### src/include/rms_params.svh
// constants of the reset, supply monitor and status divider register bank
// assumes a 16-bit register word and a 24-bit serial frame: command byte plus data word
`ifndef RMS_PARAMS_SVH
`define RMS_PARAMS_SVH

// register addresses, low nibble of the command byte
`define RMS_ADDR_SUPPLY 4'h6
`define RMS_ADDR_SOFT_RESET 4'h7
`define RMS_ADDR_DIVIDER 4'h9

// command byte fields
`define RMS_CMD_READ_BIT 7
`define RMS_CMD_SUBSYS_MSB 5
`define RMS_CMD_SUBSYS_LSB 4
`define RMS_CMD_ADDR_MSB 3

// this subsystem's code on the subsystem select field
`define RMS_SUBSYS_ID 2'h0

// supply monitor values
`define RMS_SUPPLY_POR 16'hcafe
`define RMS_SUPPLY_WRITTEN 16'habba
`define RMS_SUPPLY_ALT 16'hbaab

// soft reset key and hardware version (version value is arbitrary)
`define RMS_RESET_KEY 16'ha5a5
`define RMS_HW_VERSION 16'h0001

// status divider field
`define RMS_DIV_RESET 3'h0
`define RMS_DIV_MAX 3'h6

// frame bit counts
`define RMS_CMD_BITS 5'h08
`define RMS_FIRST_SHIFT 5'h09
`define RMS_FRAME_BITS 5'h18

`endif

### src/include/rms_pkg.sv
// types shared by the register bank
// assumes rms_params.svh for all numeric constants
package rms_pkg;

    // serial frame progress
    typedef enum logic [1:0] {
        st_idle,
        st_shift,
        st_ignore
    } rms_state_e;

    // one register word
    typedef logic [15:0] rms_word_t;

endpackage

### src/design/rms_sync.sv
// two flip-flop synchroniser for a group of asynchronous pins
// assumes the inputs are quasi-static levels relative to core_clk
`timescale 1ns/1ps

module rms_sync #(
    parameter int WIDTH = 1
) (
    input wire logic core_clk,
    input wire logic rst,
    input wire logic [WIDTH-1:0] async_in,
    output logic [WIDTH-1:0] sync_out
);

    // first stage, read only by the second stage
    logic [WIDTH-1:0] meta;

    // both stages clear to zero under reset
    always_ff @(posedge core_clk or posedge rst) begin
        if (rst) begin
            meta <= '0;
            sync_out <= '0;
        end else begin
            meta <= async_in;
            sync_out <= meta;
        end
    end

endmodule

### src/design/rms_top.sv
// serial-port register bank: soft reset key, supply monitor, status toggle divider
// assumes a host that frames commands with chip select and clocks in mode 0;
// every pin but core_clk and rst is asynchronous to core_clk and is synchronised before use
//
// What this block does
// - key write resets subsystem at frame end
// - soft reset returns all state to default
// - soft reset register reads hardware version
// - supply monitor holds 0xcafe after power-up
// - any supply monitor write sets 0xabba
// - power-on reset restores 0xcafe
// - after a write, each supply monitor read alternates abba/baab
// - analog failure clears channels, not monitor
// - divider field bits 2:0, values 0..6
// - status pin toggles every 2^divider triggers
`timescale 1ns/1ps
`include "rms_params.svh"

module rms_top (
    input wire logic core_clk,
    input wire logic rst,
    input wire logic spi_sclk,
    input wire logic spi_cs_n,
    input wire logic spi_mosi,
    input wire logic trigger_pin,
    input wire logic analog_supply_fail,
    output logic spi_miso,
    output logic spi_miso_oe,
    output logic status_output_pin,
    output logic dac_clear
);

    ////////////////////////////////////////////////////////////////////////////
    // pin synchronisation

    logic [4:0] pins_s; // synchronised pins
    logic sclk_s;
    logic cs_n_s;
    logic mosi_s;
    logic trig_s;
    logic afail_s;

    // chip select travels inverted, so a synchroniser cleared by reset reads as
    // deselected and no false frame edge follows the release of reset
    rms_sync #(.WIDTH(5)) u_sync (
        .core_clk(core_clk),
        .rst(rst),
        .async_in({spi_sclk, ~spi_cs_n, spi_mosi, trigger_pin, analog_supply_fail}),
        .sync_out(pins_s)
    );

    assign {sclk_s, cs_n_s, mosi_s, trig_s, afail_s} = pins_s ^ 5'h08;

    ////////////////////////////////////////////////////////////////////////////
    // serial frame and register state

    rms_pkg::rms_state_e state, next_state;
    logic [4:0] bit_cnt, next_bit_cnt; // sclk rising edges seen in frame
    logic [7:0] cmd, next_cmd; // command byte
    rms_pkg::rms_word_t data_in, next_data_in; // write data word
    rms_pkg::rms_word_t shift_out, next_shift_out; // read data, msb first
    rms_pkg::rms_word_t supply_monitor, next_supply_monitor;
    logic [2:0] divider, next_divider; // status toggle divider field
    logic soft_rst, next_soft_rst; // one-cycle software reset
    logic sclk_q, next_sclk_q;
    logic cs_n_q, next_cs_n_q;
    logic next_miso;
    logic next_miso_oe;

    logic sclk_rise; // edge strobes from synchronised pins
    logic sclk_fall;
    logic cs_fall;
    logic cs_rise;
    logic wr_commit; // full write frame ended this cycle
    logic load_read; // read command completed this cycle
    logic [7:0] cmd_now; // command byte including the bit just sampled
    logic [3:0] wr_addr;

    assign sclk_rise = sclk_s & ~sclk_q;
    assign sclk_fall = ~sclk_s & sclk_q;
    assign cs_fall = ~cs_n_s & cs_n_q;
    assign cs_rise = cs_n_s & ~cs_n_q;
    assign cmd_now = {cmd[6:0], mosi_s};
    assign wr_addr = cmd[`RMS_CMD_ADDR_MSB:0];
    // only a frame of exactly command plus one word commits
    assign wr_commit = cs_rise && (state == rms_pkg::st_shift)
        && (bit_cnt == `RMS_FRAME_BITS) && !cmd[`RMS_CMD_READ_BIT];
    assign load_read = (state == rms_pkg::st_shift) && !cs_fall && !cs_rise && sclk_rise
        && (bit_cnt == `RMS_CMD_BITS - 5'h01) && cmd_now[`RMS_CMD_READ_BIT]
        && (cmd_now[`RMS_CMD_SUBSYS_MSB:`RMS_CMD_SUBSYS_LSB] == `RMS_SUBSYS_ID);

    // read value of each address; unmapped addresses read zero
    function automatic rms_pkg::rms_word_t read_value(input logic [3:0] addr,
                                                      input rms_pkg::rms_word_t mon,
                                                      input logic [2:0] div);
        read_value = 16'h0000;
        case (addr)
            `RMS_ADDR_SUPPLY: read_value = mon;
            `RMS_ADDR_SOFT_RESET: read_value = `RMS_HW_VERSION;
            `RMS_ADDR_DIVIDER: read_value = {13'h0000, div};
            default: read_value = 16'h0000;
        endcase
    endfunction

    // next values of frame, registers and read path
    always_comb begin
        next_state = state;
        next_bit_cnt = bit_cnt;
        next_cmd = cmd;
        next_data_in = data_in;
        next_shift_out = shift_out;
        next_supply_monitor = supply_monitor;
        next_divider = divider;
        next_soft_rst = 1'b0;
        next_sclk_q = sclk_s;
        next_cs_n_q = cs_n_s;
        next_miso_oe = spi_miso_oe;
        if (cs_fall) begin
            // new frame; a half-finished one is simply dropped
            next_state = rms_pkg::st_shift;
            next_bit_cnt = 5'h00;
            next_shift_out = 16'h0000;
        end else if (cs_rise) begin
            next_state = rms_pkg::st_idle;
            next_miso_oe = 1'b0;
            if (wr_commit) begin
                case (wr_addr)
                    `RMS_ADDR_SUPPLY: next_supply_monitor = `RMS_SUPPLY_WRITTEN;
                    `RMS_ADDR_SOFT_RESET: next_soft_rst = (data_in == `RMS_RESET_KEY);
                    // an illegal divider write is ignored
                    `RMS_ADDR_DIVIDER: begin
                        if (data_in[2:0] <= `RMS_DIV_MAX) begin
                            next_divider = data_in[2:0];
                        end
                    end
                    default: next_divider = divider;
                endcase
            end
        end else if (state == rms_pkg::st_shift && sclk_rise) begin
            next_bit_cnt = bit_cnt + 5'h01;
            if (bit_cnt < `RMS_CMD_BITS) begin
                next_cmd = cmd_now;
            end else if (bit_cnt < `RMS_FRAME_BITS) begin
                next_data_in = {data_in[14:0], mosi_s};
            end else begin
                // overlong frame: no commit
                next_state = rms_pkg::st_ignore;
                next_miso_oe = 1'b0;
            end
            if (bit_cnt == `RMS_CMD_BITS - 5'h01) begin
                if (cmd_now[`RMS_CMD_SUBSYS_MSB:`RMS_CMD_SUBSYS_LSB] != `RMS_SUBSYS_ID) begin
                    // another subsystem's frame, keep the line released
                    next_state = rms_pkg::st_ignore;
                end else if (load_read) begin
                    next_shift_out = read_value(cmd_now[3:0], supply_monitor, divider);
                    next_miso_oe = 1'b1;
                    if (cmd_now[3:0] == `RMS_ADDR_SUPPLY) begin
                        if (supply_monitor == `RMS_SUPPLY_WRITTEN) begin
                            next_supply_monitor = `RMS_SUPPLY_ALT;
                        end else if (supply_monitor == `RMS_SUPPLY_ALT) begin
                            next_supply_monitor = `RMS_SUPPLY_WRITTEN;
                        end
                    end
                end
            end
        end else if (state == rms_pkg::st_shift && sclk_fall && cmd[`RMS_CMD_READ_BIT]
                     && bit_cnt >= `RMS_FIRST_SHIFT) begin
            // next bit on the falling edge, host samples on the rising one
            next_shift_out = {shift_out[14:0], 1'b0};
        end
        if (soft_rst) begin
            next_state = rms_pkg::st_idle;
            next_bit_cnt = 5'h00;
            next_cmd = 8'h00;
            next_data_in = 16'h0000;
            next_shift_out = 16'h0000;
            next_supply_monitor = `RMS_SUPPLY_POR;
            next_divider = `RMS_DIV_RESET;
            next_miso_oe = 1'b0;
        end
        next_miso = next_shift_out[15];
    end

    // frame and register flops; power-on values
    always_ff @(posedge core_clk or posedge rst) begin
        if (rst) begin
            state <= rms_pkg::st_idle;
            bit_cnt <= 5'h00;
            cmd <= 8'h00;
            data_in <= 16'h0000;
            shift_out <= 16'h0000;
            supply_monitor <= `RMS_SUPPLY_POR;
            divider <= `RMS_DIV_RESET;
            soft_rst <= 1'b0;
            sclk_q <= 1'b0;
            cs_n_q <= 1'b1;
            spi_miso <= 1'b0;
            spi_miso_oe <= 1'b0;
        end else begin
            state <= next_state;
            bit_cnt <= next_bit_cnt;
            cmd <= next_cmd;
            data_in <= next_data_in;
            shift_out <= next_shift_out;
            supply_monitor <= next_supply_monitor;
            divider <= next_divider;
            soft_rst <= next_soft_rst;
            sclk_q <= next_sclk_q;
            cs_n_q <= next_cs_n_q;
            spi_miso <= next_miso;
            spi_miso_oe <= next_miso_oe;
        end
    end

    ////////////////////////////////////////////////////////////////////////////
    // status pin divider and analog clear

    logic trig_q, next_trig_q;
    logic [5:0] trig_cnt, next_trig_cnt; // triggers since last toggle
    logic next_status;
    logic next_dac_clear;
    logic trig_edge;
    logic [5:0] period_m1; // 2^divider - 1

    assign trig_edge = trig_s & ~trig_q;
    assign period_m1 = 6'((7'h01 << divider) - 7'h01);

    // counts trigger edges; the count is not resized when divider changes
    always_comb begin
        next_trig_q = trig_s;
        next_trig_cnt = trig_cnt;
        next_status = status_output_pin;
        // analog failure drives channel clear only
        next_dac_clear = afail_s;
        if (trig_edge) begin
            if (trig_cnt >= period_m1) begin
                next_trig_cnt = 6'h00;
                next_status = ~status_output_pin;
            end else begin
                next_trig_cnt = trig_cnt + 6'h01;
            end
        end
        if (soft_rst) begin
            next_trig_cnt = 6'h00;
            next_status = 1'b0;
        end
    end

    // status flops
    always_ff @(posedge core_clk or posedge rst) begin
        if (rst) begin
            trig_q <= 1'b0;
            trig_cnt <= 6'h00;
            status_output_pin <= 1'b0;
            dac_clear <= 1'b0;
        end else begin
            trig_q <= next_trig_q;
            trig_cnt <= next_trig_cnt;
            status_output_pin <= next_status;
            dac_clear <= next_dac_clear;
        end
    end
endmodule

### config.mk
export PLATFORM = sky130hd
export DESIGN_NAME = rms_top
export DESIGN_NICKNAME = d
export VERILOG_FILES = /design/src/include/rms_pkg.sv /design/src/design/rms_sync.sv /design/src/design/rms_top.sv
export VERILOG_INCLUDE_DIRS = /design/src /design/src/include
export SDC_FILE = /design/constraint.sdc
export NUM_CORES = 1
export LEC_CHECK = 0
export ABC_CLOCK_PERIOD_IN_PS = 5600
export BUFFER_PORTS_ARGS = -buffer_cell sky130_fd_sc_hd__buf_2
export CAP_MARGIN = 25
export CORE_MARGIN = 2
export CORE_UTILIZATION = 60
export CTS_CLUSTER_SIZE = 20
export DETAILED_ROUTE_END_ITERATION = 7
export PLACE_DENSITY = 0.81
export SLEW_MARGIN = 15
export SYNTH_ARGS = -nofsm -noshare
export SYNTH_HDL_FRONTEND = slang
export SYNTH_SLANG_ARGS = --single-unit
### constraint.sdc
create_clock -name core_clk -period 5.6 [get_ports core_clk]
set_input_delay 0.56 -clock core_clk [delete_from_list [all_inputs] [get_ports core_clk]]
set_output_delay 0.56 -clock core_clk [all_outputs]
set_load 0.005 [all_outputs]
# After elaboration in Yosys (flattened, before gate mapping)
# Cells that the tools add are included.
# classes
addsub	3
n_lt_le_gt_ge	5
n_eq_ne	22
shift	1
n_mux	69
n_bitwise	12
reduce_logical	43
# ops
operator	count
2-to-1 mux 16 bit	26
equality test 16 bit, second input constant	3
case mux 16 bit (3 select lines)	1
2-to-1 mux 8 bit	5
2-to-1 mux 5 bit	4
nonzero test 2 bit	10
2-to-1 mux 3 bit	6
2-to-1 mux 6 bit	3
equality test 4 x 3 -> 1 bit, second input constant	4
2-to-1 mux 1 bit	16
2-to-1 mux 2 bit	8
AND reduction 5 bit	3
nonzero test 3 bit	5
logical AND 1 bit	13
inequality test 4 bit, second input constant	3
nonzero test 4 bit	3
AND reduction 9 bit	1
equality test 4 bit, second input constant	2
NOT 1 bit	7
adder 6 x 1 -> 6 bit, second input constant	1
>= comparator 6 bit	1
inequality test 2 bit, second input constant	3
inequality test 3 x 2 -> 1 bit, second input constant	2
inequality test 3 bit, second input constant	2
other kinds (15)	23
# totals
regBits	89
input_bits	7
out_inout_bits	4
elab_cells	173

# Longest topological paths before layout
# logic_depth
depth_word	15
depth_mapped	12
mapped_depth_nobuf	11

# Cells and area by module
# A second synthesis with hierarchy kept.
# hier_totals
hier_cells	377
area_unflattened_um2	3940.0
# modules_own_cells
mod	instances	cells_per_inst	area_each_um2	seq_area_each_um2
rms_top	1	366	3686.0	1705.4
rms_sync	1	11	254.0	250.2

# Worst setup path after synthesis
# No wires, ideal clock.
# synth_path
path_type	reg2reg
startpoint	register divider[2]
endpoint	register trig_cnt[2]
setup_time_ps	101
t_arrival_ps	2488
t_required_ps	5499
path_slack_ps	3011
path_stages_with_launch	12
path_buffers	1
period_less_slack_ps	2589
cell_sequence	dfrtp_1 -> clkbuf_1 -> or3_1 -> ha_1 -> nor3_1 -> a21oi_1 -> o21a_1 -> ha_1 -> a2111oi_0 -> o21a_1 -> nor3_1 -> nor4_1
# synth_between
elab_chain_len	6
# synth_lines
item	line_no	text
start: declaration	rms_top.sv:63	logic [2:0] divider, next_divider;
start signal: assignment	rms_top.sv:193	divider <= `RMS_DIV_RESET;
start signal: assignment	rms_top.sv:206	divider <= next_divider;
left shift 1 x 3 -> 6 bit	rms_top.sv:226	assign period_m1 = 6'((7'h01 << divider) - 7'h01);
subtractor 6 x 1 -> 6 bit	rms_top.sv:226	
>= comparator 6 bit	rms_top.sv:236	if (trig_cnt >= period_m1) begin
2-to-1 mux 6 bit	rms_top.sv:236	
2-to-1 mux 6 bit	rms_top.sv:235	if (trig_edge) begin
2-to-1 mux 6 bit	rms_top.sv:243	if (soft_rst) begin
end signal: assignment	rms_top.sv:258	trig_cnt <= next_trig_cnt;
end: declaration	rms_top.sv:219	logic [5:0] trig_cnt, next_trig_cnt;
# Every way passes these cells. The select of a mux whose other input is x is not followed.
# A chain may end at the register's enable or synchronous reset.

# Final worst setup path
# Ends and elaborated chain as after synthesis.

==> out/qor.yml <==
setup_slack_ns: 2.796
grt_pass1_wl_um: 12430
crit_type: "reg2reg"
met3_usage_pct: 3.858
critPathCaptureType: "register"
r2r_setup_slack_ns: 2.80
routed_wl_um: 7151
start_kind: "register"
status: "completed"
drv_cap: 0
cts_root_buf: "clkbuf_8"
grt_busiest_layer: "met2"
core_um2: 6241
max_slew_margin_pct: 58.70
hold_viol: 0
grt_pass1_vias: 2620
r2r_end: "trig_cnt[2]"
cts-buffers-inserted: 9
setup_violations: 0
antenna_found_initial: 0
io_pins: 11
path_max_fanout: 8
grtUsageMet1_pct: 32.29
die_h_um: 83.79
grt_max_degree: 79
cts_tree: "yes"
synth-seq-area-share_pct: 51.20
synthesis.area_um2: 3820
dp_hpwl_um: 4661
syn_nets: 380
grt_usage_pct: 22.10
rows: 29
min_path_type: "in2async"
timing.rr.start: "divider[2]"
arrival_ns: 3.05
yosysWarnings: 0
critPathRequiredTime_ns: 5.85
synthToLayoutAreaGrowth_pct: 8.680
powerDensity_nw_per_um2: 307.5
dp_slack_ns: 2.823
vias: 2686
grt_overflow_total: 0
post_cts_buffers: 0
synth_cell_type_count: 65
leakagePower_nw: 2.017
skew_ns: 0.007801
timing.fmax_mhz: 356.7
drc: 0
synth_seq_cells: 78
place.gp.congestion: 0.8269
clkLatencyLatePin_ns: 0.35
post_drt_via_cell_ratio: 5.942
drive_above_1_share_pct: 14.67
dr.pass1.iters: 4
finalCritPeriodShare_pct: 50.06
die_w_um: 83.79
worst_slew_pin_slew_ns: 0.6172
path_clk_slew_ns: 0.08
die_area_um2: 7021
slew_violations: 0
fin_crit_ns: 2.804
avgRoutedWirePerCell_um: 15.82
start_util_pct: 61.21
max-clock-path-buffers: 2
setup_tns_ns: 0
ctsResizeCount: 0
cts_hold_buf: 0
synthCells: 362
power.total_mw: 1.277
synth_edf_count: 0
rsz0062_at_grt: "false"
fin_util_pct: 66.52
diodes: 0
final_antenna_net_count: 0
synth_ff_type: "dfrtp_1"
instances_no_fill: 452
io_buffer_count: 10
peakVddDrop_uv: 193.9
dp_cells: 436
ff2ff_path_depth: 10
cts_sinks: 78
final_nets: 389
drt-initial-drc-count: 208
async_reset_ff_share_pct: 100.0
htree_levels: 3
avgSynthCellArea_um2: 10.55
gr-usage-met2_pct: 33.60
==> critical path, cell delays in order (launching register included) <==
cell and delay [ns]:
dfrtp_1 0.46, or3_1 0.43, ha_1 0.25, nor3_1 0.14
a21oi_1 0.06, o21a_1 0.17, ha_1 0.19, a2111oi_0 0.28
o21a_1 0.29, nor3_1 0.13, nor4_1 0.31
==> registers in the layout, indices dropped and copies added (netlist names) <==
register           count
data_in               16
shift_out             16
cmd                    8
trig_cnt               6
bit_cnt                5
supply_monitor         5
u_sync.meta            5
u_sync.sync_out        5
divider                3
state                  2
cs_n_q                 1
dac_clear              1
sclk_q                 1
soft_rst               1
spi_miso_oe            1
status_output_pin      1
trig_q                 1
==> per-stage QoR <==
stage	hold WS, ns	area (um^2)
floorplan	0.3312	3820
global placement	0.3319	3901
detailed placement	0.3364	3901
CTS	0.3043	4124
global route	0.2804	4151
finish	0.2412	4151
==> placed cells by master, fill, tap and decap left out, drive strengths merged, types with 3 or more instances in the layout <==
cell type / count
a21oi: 35
o211ai: 5
nor2: 38
o21a: 5
a31oi: 3
dfstp: 3
inv: 15
nand3: 13
ha: 11
nand2: 27
nor3b: 3
o21ai: 8
xor2: 5
mux2i: 22
nor4bb: 3
dfrtp: 75
nand2b: 3
mux2: 9
clkbuf: 12
a22oi: 4
nor4: 4
buf: 13
nor3: 11
nand4: 3
==> synthesized netlist by cell type (all sizes together) (2+ instances only) <==
library cell	n	area share (%)
nor2b	2	0.33
dfstp	3	2.1
xnor2	2	0.46
nand3b	2	0.39
or3	2	0.33
nand4bb	2	0.59
or4	2	0.39
nand2b	3	0.49
clkbuf	6	0.59
mux2i	22	5.8
dfrtp	75	49
nand2	27	2.7
buf	9	1.5
a21o	2	0.39
inv	15	1.5
mux2	9	2.9
nor4	4	0.65
ha	11	3.6
xor2	5	1.1
nor3	11	1.7
o221a	2	0.59
nand4	3	0.49
nand3	13	1.7
a21oi	35	4.7
and4bb	2	0.65
a22oi	4	0.79
nor2	38	3.9
nor3b	3	0.59
nor4bb	3	0.79
a31oi	3	0.49
o21ai	8	1.3
o211ai	5	0.98
and3	2	0.33
o21a	5	0.98
==> per-layer routing <==
| metal | share of wire [%] | up-vias |
|---|---|---|
| li1 | - | 1313 |
| met1 | 48 | 1331 |
| met2 | 47 | 33 |
| met3 | 2.6 | 9 |
| met4 | 1.7 | 0 |
| met5 | 0 | - |
==> cell families (layout without fill, tap and decap cells) <==
family          count (synthesis)  in the layout  share of synthesized area, %
simple gates                  129            129                         18.34
flops                          78             78                         51.20
compound gates                 76             76                         12.97
mux                            31             31                         8.713
buf+inv                        30             43                         3.570
fa+ha+maj                      11             11                         3.603
xor+xnor                        7              7                         1.605
==> power by group <==
| part | internal [mW] | switching [mW] | leakage, nW |
|---|---|---|---|
| sequential | 0.611 | 0.0497 | 1.03 |
| clock | 0.273 | 0.196 | 0.109 |
| combinational | 0.0686 | 0.0778 | 0.882 |
==> how the worst max path moves through the flow <==
stage	slack, ns	from	endpoint
final	2.80	divider[2]	trig_cnt[2]
after detailed placement	2.82	divider[2]	trig_cnt[2]
after CTS	2.82	divider[2]	trig_cnt[2]
after global routing	2.53	divider[2]	trig_cnt[2]
after floorplan	3.01	divider[2]	trig_cnt[2]
after global placement	2.97	divider[2]	trig_cnt[2]
==> final cells by class <==
type                    count  area (um^2)
fillers                   494         2090
flip-flops and latches     78         1956
multi-input cells         254         1728
clock buffers              12        155.1
well taps                  77        96.34
repair buffers             13        92.59
clock inverters             3        67.56
inverters                  15        56.30
No activity file was read; power rests on OpenSTA's default activity.
